<file path="config.mk">
export PLATFORM = sky130hd
export DESIGN_NAME = bfmcs_misc_regs
export DESIGN_NICKNAME = d
export VERILOG_FILES = /design/src/verilog/bfmcs_pkg.sv /design/src/verilog/bfmcs_sync.sv /design/src/verilog/bfmcs_misc_regs.sv
export SDC_FILE = /design/constraint.sdc
export NUM_CORES = 1
export LEC_CHECK = 0
export BUFFER_PORTS_ARGS = -buffer_cell sky130_fd_sc_hd__buf_2
export CORE_UTILIZATION = 35
export DETAILED_ROUTE_END_ITERATION = 10
export HOLD_SLACK_MARGIN = 0.03
export PLACE_DENSITY_LB_ADDON = 0.1
export SYNTH_ARGS = -nofsm -noshare
export SYNTH_HDL_FRONTEND = slang
export SYNTH_SLANG_ARGS = --single-unit
</file>
<file path="constraint.sdc">
create_clock -name clk -period 1.98 [get_ports clk]
set_input_delay 0.396 -clock clk [delete_from_list [all_inputs] [get_ports clk]]
set_output_delay 0.396 -clock clk [all_outputs]
set_load 0.02 [all_outputs]
</file>
<file path="src/verilog/bfmcs_pkg.sv">
// Package of offsets, reset values, field positions and carrier types for the misc control block
package bfmcs_pkg;
	// ----------------------------------------
	// Register offsets and reset values
	// ----------------------------------------
	localparam logic [7:0] OFS_RESET_SWITCH_STATUS = 8'h0B;
	localparam logic [7:0] OFS_MISC_PIN_CONTROL    = 8'h0C;
	localparam logic [7:0] OFS_MISC_PIN_STATUS     = 8'h0D;
	localparam logic [7:0] OFS_FW_UPDATE_ENABLE    = 8'h0E;
	localparam logic [7:0] RST_MISC_PIN_CONTROL    = 8'h1C;
	localparam logic [7:0] RST_FW_UPDATE_ENABLE    = 8'h00;
	localparam logic [7:0] FW_UPDATE_KEY           = 8'h68;
	localparam logic [7:0] CTRL_WRITE_MASK         = 8'h7F;

	// ----------------------------------------
	// Field positions
	// ----------------------------------------
	localparam int BIT_RESET_STATUS  = 4;
	localparam int BIT_TRIGGER_RESET = 5;
	localparam int BIT_PCIE_SWITCH   = 6;
	localparam int BIT_USER_SWITCH   = 7;
	localparam int BIT_NAND_WP       = 2;
	localparam int BIT_MEZZ_EN       = 3;
	localparam int BIT_NOR_WP        = 4;
	localparam int BIT_EEPROM_WP     = 5;
	localparam int BIT_I2C_EN        = 6;
	localparam int BIT_FW_ENABLED    = 0;
	localparam int BIT_HOST_OUTPUT   = 2;
	localparam int BIT_SYSCLK_OUTPUT = 3;
	localparam int SYNC_WIDTH        = 6;

	// Serial port clock source select, control bits 1-0
	typedef enum logic [1:0] {
		BFMCS_SEL_CLK_A   = 2'b00,
		BFMCS_SEL_CLK_B   = 2'b01,
		BFMCS_SEL_CLK_D   = 2'b10,
		BFMCS_SEL_RELEASE = 2'b11
	} bfmcs_clk_sel_e;

	// Mirrored input levels, ordered as the synchroniser vector
	typedef struct packed {
		logic processor_system_clock_output;
		logic processor_host_output;
		logic user_board_switch;
		logic pcie_subsystem_enable_switch;
		logic trigger_reset_n;
		logic processor_reset_status_n;
	} bfmcs_mirror_s;

	// Serial port timing outputs with their shared enable
	typedef struct packed {
		logic sample_clocks;
		logic transmit_clocks;
		logic receive_clocks;
		logic transmit_frame_syncs;
		logic receive_frame_syncs;
		logic drive_enable;
	} bfmcs_sport_s;
endpackage : bfmcs_pkg

</file>
<file path="src/verilog/bfmcs_sync.sv">
// Two-stage level synchroniser for a vector of mirrored pins
`timescale 1ns/1ps
`default_nettype none
module bfmcs_sync #(
	parameter int WIDTH = 1
) (
	input  wire logic             clk,
	input  wire logic             reset,
	input  wire logic [WIDTH-1:0] async_in,
	output logic      [WIDTH-1:0] sync_out
);
	logic [WIDTH-1:0] stage_one;
	logic [WIDTH-1:0] next_stage_one;
	logic [WIDTH-1:0] next_sync_out;

	// ----------------------------------------
	// Stage logic: first stage feeds only the second
	// ----------------------------------------
	always_comb begin
		next_stage_one = async_in;
		next_sync_out  = stage_one;
	end

	always_ff @(posedge clk or posedge reset) begin
		if (reset) begin
			stage_one <= '0;
			sync_out  <= '0;
		end else begin
			stage_one <= next_stage_one;
			sync_out  <= next_sync_out;
		end
	end
endmodule : bfmcs_sync
`default_nettype wire

</file>
<file path="src/verilog/bfmcs_misc_regs.sv">
// Board misc control and status byte registers with serial clock steering
`timescale 1ns/1ps
`default_nettype none
module bfmcs_misc_regs (
	input  wire logic       clk,
	input  wire logic       reset,
	// Register port, byte offsets from the register space base
	input  wire logic [7:0] reg_address,
	input  wire logic       reg_write,
	input  wire logic       reg_read,
	input  wire logic [7:0] reg_write_data,
	output logic      [7:0] reg_read_data,
	output logic            reg_read_valid,
	// Mirrored levels
	input  wire logic       processor_reset_status_n,
	input  wire logic       trigger_reset_n,
	input  wire logic       pcie_subsystem_enable_switch,
	input  wire logic       user_board_switch,
	input  wire logic       processor_host_output,
	input  wire logic       processor_system_clock_output,
	// Board control outputs
	output logic            backplane_serial_port_enable_n,
	output logic            nand_write_protect,
	output logic            debug_mezzanine_enable,
	output logic            nor_write_protect,
	output logic            eeprom_write_protect,
	output logic            i2c_level_translator_enable,
	// Backplane timing clocks and serial port timing outputs
	input  wire logic       backplane_timing_clock_a,
	input  wire logic       backplane_timing_clock_b,
	input  wire logic       backplane_timing_clock_c,
	input  wire logic       backplane_timing_clock_d,
	output logic            serial_port_sample_clocks,
	output logic            serial_port_transmit_clocks,
	output logic            serial_port_receive_clocks,
	output logic            serial_port_transmit_frame_syncs,
	output logic            serial_port_receive_frame_syncs,
	output logic            serial_port_timing_oe,
	// Processor GPIO 12..15 and firmware-update serial interface
	input  wire logic [3:0] processor_gpio_in,
	output logic      [3:0] processor_gpio_out,
	output logic      [3:0] processor_gpio_oe,
	output logic            firmware_update_serial_clock,
	output logic            firmware_update_chip_select_n,
	output logic            firmware_update_serial_out,
	output logic            firmware_update_serial_oe,
	input  wire logic       firmware_update_serial_in,
	output logic            firmware_update_enabled
);
	// ----------------------------------------
	// Declarations
	// ----------------------------------------
	bfmcs_pkg::bfmcs_mirror_s   raw_mirror;
	bfmcs_pkg::bfmcs_mirror_s   mirror;
	bfmcs_pkg::bfmcs_clk_sel_e  clk_sel;
	bfmcs_pkg::bfmcs_sport_s    sport;
	logic [7:0]                 misc_pin_control;
	logic [7:0]                 next_misc_pin_control;
	logic [7:0]                 fw_update_enable;
	logic [7:0]                 next_fw_update_enable;
	logic [7:0]                 next_reg_read_data;
	logic                       next_reg_read_valid;
	logic                       serial_clock_src;

	// Selects a read value for one offset; unmapped offsets read zero
	function automatic logic [7:0] bfmcs_read_mux(
		input logic [7:0]               addr,
		input logic [7:0]               ctrl,
		input logic [7:0]               fw_reg,
		input bfmcs_pkg::bfmcs_mirror_s mir
	);
		logic [7:0] value;
		value = 8'h00;
		case (addr)
			bfmcs_pkg::OFS_RESET_SWITCH_STATUS: begin
				value[bfmcs_pkg::BIT_RESET_STATUS]  = mir.processor_reset_status_n;
				value[bfmcs_pkg::BIT_TRIGGER_RESET] = mir.trigger_reset_n;
				value[bfmcs_pkg::BIT_PCIE_SWITCH]   = mir.pcie_subsystem_enable_switch;
				value[bfmcs_pkg::BIT_USER_SWITCH]   = mir.user_board_switch;
			end
			bfmcs_pkg::OFS_MISC_PIN_CONTROL: begin
				value = ctrl & bfmcs_pkg::CTRL_WRITE_MASK;
			end
			bfmcs_pkg::OFS_MISC_PIN_STATUS: begin
				value[bfmcs_pkg::BIT_FW_ENABLED]    = (fw_reg == bfmcs_pkg::FW_UPDATE_KEY);
				value[bfmcs_pkg::BIT_HOST_OUTPUT]   = mir.processor_host_output;
				value[bfmcs_pkg::BIT_SYSCLK_OUTPUT] = mir.processor_system_clock_output;
			end
			bfmcs_pkg::OFS_FW_UPDATE_ENABLE: begin
				value = fw_reg;
			end
			default: begin
				value = 8'h00;
			end
		endcase
		return value;
	endfunction : bfmcs_read_mux

	// ----------------------------------------
	// Pin synchronisers
	// ----------------------------------------
	// Lower bits of offset 0Bh belong to another block; this slice drives only 7-4
	assign raw_mirror.processor_system_clock_output = processor_system_clock_output;
	assign raw_mirror.processor_host_output         = processor_host_output;
	assign raw_mirror.user_board_switch             = user_board_switch;
	assign raw_mirror.pcie_subsystem_enable_switch  = pcie_subsystem_enable_switch;
	assign raw_mirror.trigger_reset_n               = trigger_reset_n;
	assign raw_mirror.processor_reset_status_n      = processor_reset_status_n;

	bfmcs_sync #(
		.WIDTH    (bfmcs_pkg::SYNC_WIDTH)
	) u_sync (
		.clk      (clk),
		.reset    (reset),
		.async_in (raw_mirror),
		.sync_out (mirror)
	);

	// ----------------------------------------
	// Register writes and read answer
	// ----------------------------------------
	// Write decode by byte offset; read data answers one cycle after the strobe
	always_comb begin
		next_misc_pin_control = misc_pin_control;
		next_fw_update_enable = fw_update_enable;
		if (reg_write) begin
			if (reg_address == bfmcs_pkg::OFS_MISC_PIN_CONTROL) begin
				next_misc_pin_control = reg_write_data & bfmcs_pkg::CTRL_WRITE_MASK;
			end
			if (reg_address == bfmcs_pkg::OFS_FW_UPDATE_ENABLE) begin
				next_fw_update_enable = reg_write_data;
			end
		end
		next_reg_read_valid = reg_read;
		next_reg_read_data  = reg_read ?
			bfmcs_read_mux(reg_address, misc_pin_control, fw_update_enable, mirror) :
			reg_read_data;
	end

	// Control resets to 1Ch so the mezzanine starts enabled, translator off
	always_ff @(posedge clk or posedge reset) begin
		if (reset) begin
			misc_pin_control <= bfmcs_pkg::RST_MISC_PIN_CONTROL;
			fw_update_enable <= bfmcs_pkg::RST_FW_UPDATE_ENABLE;
			reg_read_data    <= 8'h00;
			reg_read_valid   <= 1'b0;
		end else begin
			misc_pin_control <= next_misc_pin_control;
			fw_update_enable <= next_fw_update_enable;
			reg_read_data    <= next_reg_read_data;
			reg_read_valid   <= next_reg_read_valid;
		end
	end

	// ----------------------------------------
	// Control pin outputs
	// ----------------------------------------
	// Straight from register bits, so pins follow the write on the next edge
	assign nand_write_protect          = misc_pin_control[bfmcs_pkg::BIT_NAND_WP];
	assign debug_mezzanine_enable      = misc_pin_control[bfmcs_pkg::BIT_MEZZ_EN];
	assign nor_write_protect           = misc_pin_control[bfmcs_pkg::BIT_NOR_WP];
	assign eeprom_write_protect        = misc_pin_control[bfmcs_pkg::BIT_EEPROM_WP];
	assign i2c_level_translator_enable = misc_pin_control[bfmcs_pkg::BIT_I2C_EN];

	// ----------------------------------------
	// Serial port clock steering
	// ----------------------------------------
	// Clocks pass combinationally: registering them at 40 MHz would alias them
	assign clk_sel = bfmcs_pkg::bfmcs_clk_sel_e'(misc_pin_control[1:0]);

	always_comb begin
		serial_clock_src = backplane_timing_clock_a;
		sport            = '0;
		case (clk_sel)
			bfmcs_pkg::BFMCS_SEL_CLK_A: begin
				serial_clock_src = backplane_timing_clock_a;
				sport.drive_enable = 1'b1;
			end
			bfmcs_pkg::BFMCS_SEL_CLK_B: begin
				serial_clock_src = backplane_timing_clock_b;
				sport.drive_enable = 1'b1;
			end
			bfmcs_pkg::BFMCS_SEL_CLK_D: begin
				serial_clock_src = backplane_timing_clock_d;
				sport.drive_enable = 1'b1;
			end
			bfmcs_pkg::BFMCS_SEL_RELEASE: begin
				sport.drive_enable = 1'b0;
			end
			default: begin
				sport.drive_enable = 1'b0;
			end
		endcase
		if (sport.drive_enable) begin
			sport.sample_clocks        = serial_clock_src;
			sport.transmit_clocks      = serial_clock_src;
			sport.receive_clocks       = serial_clock_src;
			sport.transmit_frame_syncs = backplane_timing_clock_c;
			sport.receive_frame_syncs  = backplane_timing_clock_c;
		end
	end

	// Enable pin is high only in the release setting
	assign backplane_serial_port_enable_n   = ~sport.drive_enable;
	assign serial_port_sample_clocks        = sport.sample_clocks;
	assign serial_port_transmit_clocks      = sport.transmit_clocks;
	assign serial_port_receive_clocks       = sport.receive_clocks;
	assign serial_port_transmit_frame_syncs = sport.transmit_frame_syncs;
	assign serial_port_receive_frame_syncs  = sport.receive_frame_syncs;
	assign serial_port_timing_oe            = sport.drive_enable;

	// ----------------------------------------
	// Firmware-update serial interface mapping
	// ----------------------------------------
	// Only the exact key enables; any other byte leaves GPIOs disconnected
	assign firmware_update_enabled = (fw_update_enable == bfmcs_pkg::FW_UPDATE_KEY);

	always_comb begin
		firmware_update_serial_clock  = 1'b0;
		firmware_update_chip_select_n = 1'b1;
		firmware_update_serial_out    = 1'b0;
		firmware_update_serial_oe     = 1'b0;
		processor_gpio_out            = 4'h0;
		processor_gpio_oe             = 4'h0;
		if (firmware_update_enabled) begin
			firmware_update_serial_clock  = processor_gpio_in[0];
			firmware_update_chip_select_n = processor_gpio_in[1];
			firmware_update_serial_out    = processor_gpio_in[2];
			firmware_update_serial_oe     = 1'b1;
			processor_gpio_out[3]         = firmware_update_serial_in;
			processor_gpio_oe[3]          = 1'b1;
		end
	end
endmodule : bfmcs_misc_regs
`default_nettype wire

</file>
# Yosys cells after proc, flatten, opt, wreduce, memory -nomap -nowiden

Cells that the tools add are included.

Register bits: 36

Reductions and logical operators: 4
Bitwise gates (word level): 1
Equality and inequality tests: 8
Multiplexer cells: 12

Operators by type and width:

| cell               | count |
|---|---|
| $eq 8x4->1 const B | 4 |
| $pmux 4 s3         | 1 |
| $eq 8x7->1 const B | 1 |
| $pmux 1 s2         | 3 |
| $pmux 2 s3         | 1 |
| $mux 1             | 5 |
| $mux 5             | 1 |
| $eq 2x2->1 const B | 2 |
| $reduce_and 2->1   | 2 |
| $pmux 1 s3         | 1 |
| $reduce_or 3->1    | 1 |
| $eq 2x1->1 const B | 1 |
| $logic_not 2->1    | 1 |
| $not 1->1          | 1 |

# Longest topological paths before layout

Gate-level depths: netlist of run 1.

Word-level depth: 4
Depth in mapped cells: 5
Depth with buffers taken out: 4

# By module

From an unflattened synthesis of run 1, not the netlist that was laid out.

Cells, all modules: 135
Area, all modules: 1689.1 µm²

By module, submodules not included:

| module          | instances | seq. area each (µm²) | cells an instance | area an instance (µm²) |
|---|---|---|---|---|
| bfmcs_misc_regs | 1         | 604.3                | 122               | 1385.1 |
| bfmcs_sync      | 1         | 300.3                | 13                | 304.0 |

# Worst setup path before layout of run 1

OpenSTA, ideal clock, no wires.

Kind: register -> output
Start point: register misc_pin_control[0]
End point: output serial_port_sample_clocks
Slack: -0.115 ns
Arrival: 1.699 ns
Cell stages (with the launch flop): 6
Path buffers: 1
Required time: 1.584 ns
Cell sequence: dfrtp_1 > inv_1 > ha_1 > nor2b_1 > nor3_1 > buf_4

Cells in the longest elaborated chain, start to end: 4

Ends and longest elaborated chain:

| item                               | RTL line               | RTL |
|---|---|---|
| start: declaration                 | bfmcs_misc_regs.sv:57  | `logic [7:0] misc_pin_control;` |
| start signal: assignment           | bfmcs_misc_regs.sv:143 | `misc_pin_control <= bfmcs_pkg::RST_MISC_PIN_CONTROL;` |
| start signal: assignment           | bfmcs_misc_regs.sv:148 | `misc_pin_control <= next_misc_pin_control;` |
| $eq 2x2->1 (tied with other cells) | bfmcs_misc_regs.sv:174 | `case (clk_sel)` |
| $reduce_or 3->1 (no source line)   | n/a                    |  |
| $pmux 1 s2                         | bfmcs_misc_regs.sv:174 |  |
| $mux 5 (*)                         | bfmcs_misc_regs.sv:194 | `if (sport.drive_enable) begin` |
| end: declaration                   | bfmcs_misc_regs.sv:33  | `output logic serial_port_sample_clocks,` |

Every way passes the cells marked *; elsewhere a longest branch is shown, timed or not.

# Worst setup path after layout of run 1

Start point: register fw_update_enable[0]
End point: output firmware_update_chip_select_n

Cells in the longest elaborated chain, start to end: 2

Ends and longest elaborated chain:

| item                     | RTL line               | RTL |
|---|---|---|
| start: declaration       | bfmcs_misc_regs.sv:59  | `logic [7:0] fw_update_enable;` |
| start signal: assignment | bfmcs_misc_regs.sv:144 | `fw_update_enable <= bfmcs_pkg::RST_FW_UPDATE_ENABLE;` |
| start signal: assignment | bfmcs_misc_regs.sv:149 | `fw_update_enable <= next_fw_update_enable;` |
| $eq 8x7->1               | bfmcs_misc_regs.sv:216 | `assign firmware_update_enabled = (fw_update_enable == bfmcs_pkg::FW_UPDATE_KEY);` |
| $mux 1                   | bfmcs_misc_regs.sv:225 | `if (firmware_update_enabled) begin` |
| end: declaration         | bfmcs_misc_regs.sv:44  | `output logic firmware_update_chip_select_n,` |

No other way between the ends.

==> results.py, run 1 <==
metrics = {
    "die": {
        "die_height_um": 72.72,
        "dieWidth_um": 72.72,
        "io_pins": 69,
        "coreArea_mm2": 0.004755,
        "die_area_mm2": 0.005288,
        "row_count": 25,
        "initial_core_util": 0.3682,
    },
    "setup_path": {
        "reg2reg_depth": 4,
        "max_stage_delay_ns": 0.40,
        "r2r_slack_ns": 0.76,
        "crit_path_max_fanout": 5,
        "worstPathCellList": "nor4b_1, buf_4, and2_4, nand2b_4, buf_6",
        "cp_slowest_cell": "dfrtp_1",
        "critPathCaptureType": "output pin",
        "cp_data_required_time_ns": 1.58,
        "critPathArrivalTime_ns": 1.51,
        "crit_type": "flip-flop to output pin",
        "cp-start-kind": "flip-flop",
        "r2r_start": "fw_update_enable[0]$_DFFE_PP0P_",
        "r2r_end": "reg_read_data[0]$_DFFE_PP0P_",
    },
    "synth": {
        "synth_top_area_frac": 0.4718,
        "synth-main-ff-cell": "dfrtp_1",
        "synth_seq_area_share": 0.5168,
        "yosys_warnings": 0,
        "yosysTopAreaCell": "dfrtp_1",
        "ys_top_cells_by_area": "dfrtp_1 47%, mux2_2 7.1%, mux2_4 6.0%, buf_4 4.7%, dfstp_2 4.5%",
        "synth.distinct_cells": 38,
        "netlist_area_mm2": 0.001750,
        "synth_edf_count": 0,
        "synth.avg_cell_area_um2": 12.68,
        "synth_seq_cells": 36,
        "syn_inst": 138,
        "async_reset_ff_frac": 1.000,
    },
    "drt": {
        "ant_nets": 0,
        "drc": 0,
        "wire_per_inst_um": 13.95,
        "wirelength_um": 3807,
        "vias_per_cell": 4.777,
        "num_vias": 1304,
        "drtIter0Drc": 46,
        "drtPass1Iterations": 4,
    },
    "power_and_ir_drop": {
        "ir_worst_vdd_mv": 0.3135,
        "p_per_area_mw_per_mm2": 665.8,
        "cellLeakagePower_nw": 1.166,
    },
    "placement": {
        "port-buffer-count": 61,
        "routabilityCongestion": 0.7941,
        "dp_hpwl_um": 2787,
        "pre_cts_slack_ns": 0.2593,
    },
    "cells_and_area": {
        "syn_to_final_growth_pct": 29.95,
        "nFillCells": 453,
        "antenna_cells": 0,
        "finalCoreUtilization": 0.4784,
        "regArea_um2": 904.6,
        "nets": 243,
        "final_layout_size_suffix_gt1_frac": 0.5437,
        "multi_input_area_um2": 749.5,
    },
    "timing": {
        "fmax_mhz": 525.1,
        "finalCritPeriodShare": 0.9617,
        "hold_viol": 0,
        "skew_ns": 0.003999,
        "rsz0062_at_grt": "yes",
        "period_minus_slack_ns": 1.904,
        "slew_viol_final": 0,
        "holdWs_ns": 0.2035,
        "setup_ws_ns": 0.07574,
        "setup_violations": 0,
    },
    "global_route": {
        "grt-ovfl-total": 0,
        "antenna_found_initial": 0,
        "grt_max_degree": 37,
        "grt_pass1_vias": 1248,
        "grt_usage": 0.1526,
        "grt_first_pass_wirelength_um": 6003,
    },
    "clocking": {
        "numCtsBuffers": 5,
        "cts_buffer_depth": 2,
        "cts_max_level": 2,
        "clk-insertion-delay-late_ns": 0.28,
        "numClockSinks": 36,
        "cts-root-buf": "clkbuf_8",
        "clk_pin_slew_ns": 0.07,
        "cts_tree": "built",
    },
    "run": {
        "cap_violations": 0,
    },
    "outcome": {
        "outcome": "finished, final reports clean",
    },
    "hold_path": {
        "hp-class": "input port to async pin",
    },
}
[worst max-delay path, delay by kind of cell, from the launching register on]
family                 cells  cell delay (ns)
buffers and inverters      2             0.31
flip-flops                 1             0.40
AND/OR/NAND/NOR            3             0.52
[kinds of logic after synthesis]
kind of cell,Yosys count,synth area share
AOI/OAI and AO/OA,19,0.07791
adders and majority gates,3,0.02145
buffers and inverters,29,0.09792
DFF,36,0.5168
muxes,18,0.1308
other,1,0.002142
and+or+nand+nor,32,0.1530
[how the worst max path moves through the flow]
stage / end / start / slack (ns)
floorplan: serial_port_sample_clocks / misc_pin_control[0]$_DFFE_PP0P_ / 0.13
global placement: serial_port_transmit_clocks / misc_pin_control[0]$_DFFE_PP0P_ / 0.31
detailed placement: serial_port_transmit_clocks / misc_pin_control[0]$_DFFE_PP0P_ / 0.26
CTS: serial_port_transmit_clocks / misc_pin_control[0]$_DFFE_PP0P_ / 0.001
global route: firmware_update_chip_select_n / fw_update_enable[7]$_DFFE_PP0P_ / -0.03
finish: firmware_update_chip_select_n / fw_update_enable[0]$_DFFE_PP0P_ / 0.08
[repair_timing]
| action | CTS | global route |
|---|---|---|
| hold buffers | 0 | 0 |
| setup endpoints to repair | 4 | 7 |
| setup buffers | 2 | 3 |
| pin swaps | 0 | 3 |
| gates resized for setup | 1 | 14 |
[layout make-up]
type / count / share of cell area
flip-flops and latches: 36 / 0.3977
multi-input cells: 78 / 0.3295
repair buffers: 72 / 0.1766
clock buffers: 8 / 0.03960
well taps: 67 / 0.03685
inverters: 12 / 0.01980
[layout by cell type (no fill, tap or decap), types with 3 or more instances in the layout]
| cell type | synthesis | routed |
|---|---|---|
| and3_1 | 3 | 3 |
| dfstp_2 | 3 | 3 |
| mux2_2 | 11 | 11 |
| and2_1 | 4 | 3 |
| and4b_1 | 3 | 3 |
| and3b_1 | 3 | 3 |
| o22ai_1 | 5 | 5 |
| clkbuf_8 | 0 | 6 |
| nor2b_1 | 4 | 3 |
| buf_4 | 11 | 14 |
| dfrtp_1 | 33 | 33 |
| buf_2 | 4 | 57 |
| conb_1 | 1 | 6 |
| a221oi_1 | 4 | 3 |
| inv_1 | 12 | 11 |
| mux2_4 | 7 | 7 |
[metal layers]
layer | global-route usage | vias up | share of wire | wire length [um]
met2 | 0.2326 | 64 | 0.47 | 1790
met3 | 0.04972 | 9 | 0.075 | 287
met5 | 0 | - | 0 | 0
met4 | 0.06100 | 0 | 0.019 | 73
li1 | - | 615 | - | -
met1 | 0.2009 | 616 | 0.43 | 1655
[synth_stat cells, drive strengths merged (2+ instances only)]
cell type,count
dfrtp,33
mux2,18
buf,16
inv,12
o22ai,5
a221oi,4
and2,4
nor2b,4
and3,3
and3b,3
and4b,3
dfstp,3
ha,3
nand4,3
a21oi,2
a22oi,2
a41oi,2
and4bb,2
nand2,2
[state kept, by name, summed over array words and instances, names as in the netlist]
signal                count
fw_update_enable          8
reg_read_data             8
misc_pin_control          7
u_sync.next_sync_out      6
u_sync.sync_out           6
reg_read_valid            1
[report_power, final]
group          internal, W  switching (W)  total (W)
logic            0.0000951       0.000110   0.000205
clock network     0.000284       0.000243   0.000527
registers         0.000766      0.0000168   0.000783
[through the flow]
step,setup TNS (ns),area [um^2],total power [W],std cells
floorplan,0,1774,0.0009179,143
finish,0,2275,0.001514,273
CTS,0,2193,0.001515,270
global route,-0.06720,2275,0.001591,273
detailed placement,0,2082,0.0009792,260
global placement,0,2082,0.0009739,260
(Power assumes the default switching activity.)
==> run 2: changes to the inputs <==
- CAP_MARGIN: unset -> 15
- CTS_BUF_LIST: unset -> sky130_fd_sc_hd__clkbuf_16
==> run 2 against run 1 <==
Against the previous run: sequential power is essentially flat; design area grew 2.0%; count of clock-buffer cells in the layout decreased by 3; fmax increased by 0.11%; combinational power about the same; power rose by 13%; routed wire length rose by 0.66%; register-to-register slack barely moved; flip-flop and latch count is the same; worst setup slack better by 0.0020 ns; via count barely moved; critical path type unchanged; critical endpoint unchanged; largest cell class unchanged; highest routed layer unchanged.
==> results.py, run 2 (synthesis gave the netlist of run 1 again) <==
metrics = {
    "outcome": {
        "outcome": "finished, final reports clean",
    },
    "power_and_ir_drop": {
        "p_per_area_mw_per_mm2": 734.3,
        "ir_worst_vdd_mv": 0.4893,
        "cellLeakagePower_nw": 1.194,
    },
    "cells_and_area": {
        "antenna_cells": 0,
        "syn_to_final_growth_pct": 32.59,
        "finalNonFillerCells": 273,
        "nFillCells": 448,
        "layout_commonest_cell": "buf_2",
        "top_regs": "fw_update_enable (8), reg_read_data (8), misc_pin_control (7)",
        "final_layout_size_suffix_gt1_frac": 0.5388,
        "layout_common_cells": "57 x buf_2, 33 x dfrtp_1, 14 x buf_4",
        "nets": 243,
    },
    "drt": {
        "drc": 0,
        "drtIter0Drc": 38,
        "vias_per_cell": 4.773,
        "num_vias": 1303,
        "wirelength_um": 3832,
        "ant_nets": 0,
        "wire_per_inst_um": 14.04,
        "drtPass1Iterations": 4,
    },
    "clocking": {
        "cts-root-buf": "clkbuf_16",
        "numCtsBuffers": 5,
        "clk_pin_slew_ns": 0.05,
        "cts_buffer_depth": 2,
        "numClockSinks": 36,
        "cts_max_level": 2,
        "clk-insertion-delay-late_ns": 0.27,
        "cts_tree": "built",
    },
    "hold_path": {
        "hp-class": "input port to async pin",
    },
    "timing": {
        "period_minus_slack_ns": 1.902,
        "finalCritPeriodShare": 0.9607,
        "slew_viol_final": 0,
        "fmax_mhz": 525.7,
        "setup_violations": 0,
        "fin_setup_tns_ns": 0,
        "skew_ns": 0.001682,
        "holdWs_ns": 0.2087,
        "hold_viol": 0,
    },
    "run": {
        "cap_violations": 0,
    },
    "global_route": {
        "grtUsageMet1": 0.1981,
        "use_met2": 0.2316,
        "grt_usage": 0.1531,
        "gr-usage-met3": 0.05387,
        "antenna_found_initial": 0,
        "grt_pass1_vias": 1250,
        "grt.busiest_layer": "met2",
        "grt_first_pass_wirelength_um": 5982,
        "grt_max_degree": 37,
        "grt-ovfl-total": 0,
    },
    "setup_path": {
        "cp_slowest_cell": "dfrtp_1",
        "crit_family": "simple AND/OR/NAND/NOR gates",
        "critPathBufInv": 2,
        "cp-endpoint": "firmware_update_chip_select_n",
        "cp-start-kind": "flip-flop",
        "reg2reg_depth": 4,
        "worstPathCellList": "nor4bb_2, buf_4, and2_4, nand2b_4, buf_6",
        "r2r_end": "reg_read_data[0]$_DFFE_PP0P_",
        "max_stage_delay_ns": 0.40,
        "critPathCaptureType": "output pin",
        "r2r_start": "fw_update_enable[7]$_DFFE_PP0P_",
        "crit_path_max_fanout": 5,
        "critical_path_depth": 5,
        "r2r_slack_ns": 0.75,
        "crit_type": "flip-flop to output pin",
        "cp_data_required_time_ns": 1.58,
        "crit_start": "fw_update_enable[7]$_DFFE_PP0P_",
        "critPathArrivalTime_ns": 1.51,
    },
    "die": {
        "dieWidth_um": 72.72,
        "initial_core_util": 0.3682,
        "die_height_um": 72.72,
        "io_pins": 69,
        "row_count": 25,
        "die_area_mm2": 0.005288,
        "coreArea_mm2": 0.004755,
    },
    "placement": {
        "routabilityCongestion": 0.7941,
        "dp.cells": 260,
        "dp_hpwl_um": 2787,
        "port-buffer-count": 61,
    },
}
==> run 2: stage by stage <==
step	cell area (um^2)	power, W	worst slack, ns	util
3_3_place_gp	2082	0.0009739	0.3149	0.4379
4_1_cts	2233	0.001706	0.01425	0.4697
5_1_grt	2321	0.001785	-0.006860	0.4882
6_report	2321	0.001704	0.07774	0.4882
3_5_place_dp	2082	0.0009792	0.2593	0.4379
2_1_floorplan	1774	0.0009179	0.1270	-
==> run 2: layer usage <==
metal	up-vias	part of all wire
li1	616	-
met1	614	0.43
met2	65	0.47
met3	8	0.074
met4	0	0.020
met5	-	0
==> run 2: worst min-delay path by stage <==
stage / slack (ns) / to / cells past startpoint
after floorplan: 0.33 / u_sync.sync_out[0]$_DFF_PP0_ / 0
after global placement: 0.33 / u_sync.sync_out[5]$_DFF_PP0_ / 0
after detailed placement: 0.34 / u_sync.sync_out[5]$_DFF_PP0_ / 0
after CTS: 0.22 / u_sync.next_sync_out[0]$_DFF_PP0_ / 1
after global routing: 0.21 / u_sync.next_sync_out[4]$_DFF_PP0_ / 1
final: 0.21 / u_sync.next_sync_out[1]$_DFF_PP0_ / 3
==> run 2: power by group <==
part / leakage, nW / internal [W] / switching (W)
clock network: 0.0738 / 0.000451 / 0.000263
logic: 0.660 / 0.0000952 / 0.000110
registers: 0.460 / 0.000767 / 0.0000169
==> run 2: area by class of cell <==
| cell class | instances | area, um^2 | area share |
|---|---|---|---|
| Clock buffer | 5 | 125.1 | 0.05391 |
| Clock inverter | 3 | 11.26 | 0.004852 |
| Inverter | 12 | 45.04 | 0.01941 |
| Multi-Input combinational cell | 78 | 749.5 | 0.3229 |
| Sequential cell | 36 | 904.6 | 0.3898 |
| Tap cell | 67 | 83.83 | 0.03612 |
| Timing Repair Buffer | 72 | 401.6 | 0.1730 |
==> run 2: timing repair <==
action,CTS,global route
pin swaps,0,3
setup buffers,2,3
setup endpoints to repair,3,7
gates resized for setup,0,15
hold buffers,0,0
hold endpoints to repair,0,0
==> run 2: worst reg2reg max path, delay by kind of cell (launching register included) <==
kind,cells,cell delay [ns]
DFF,1,0.40
and+or+nand+nor,1,0.31
AOI/OAI and AO/OA,2,0.26
buffers and inverters,1,0.18
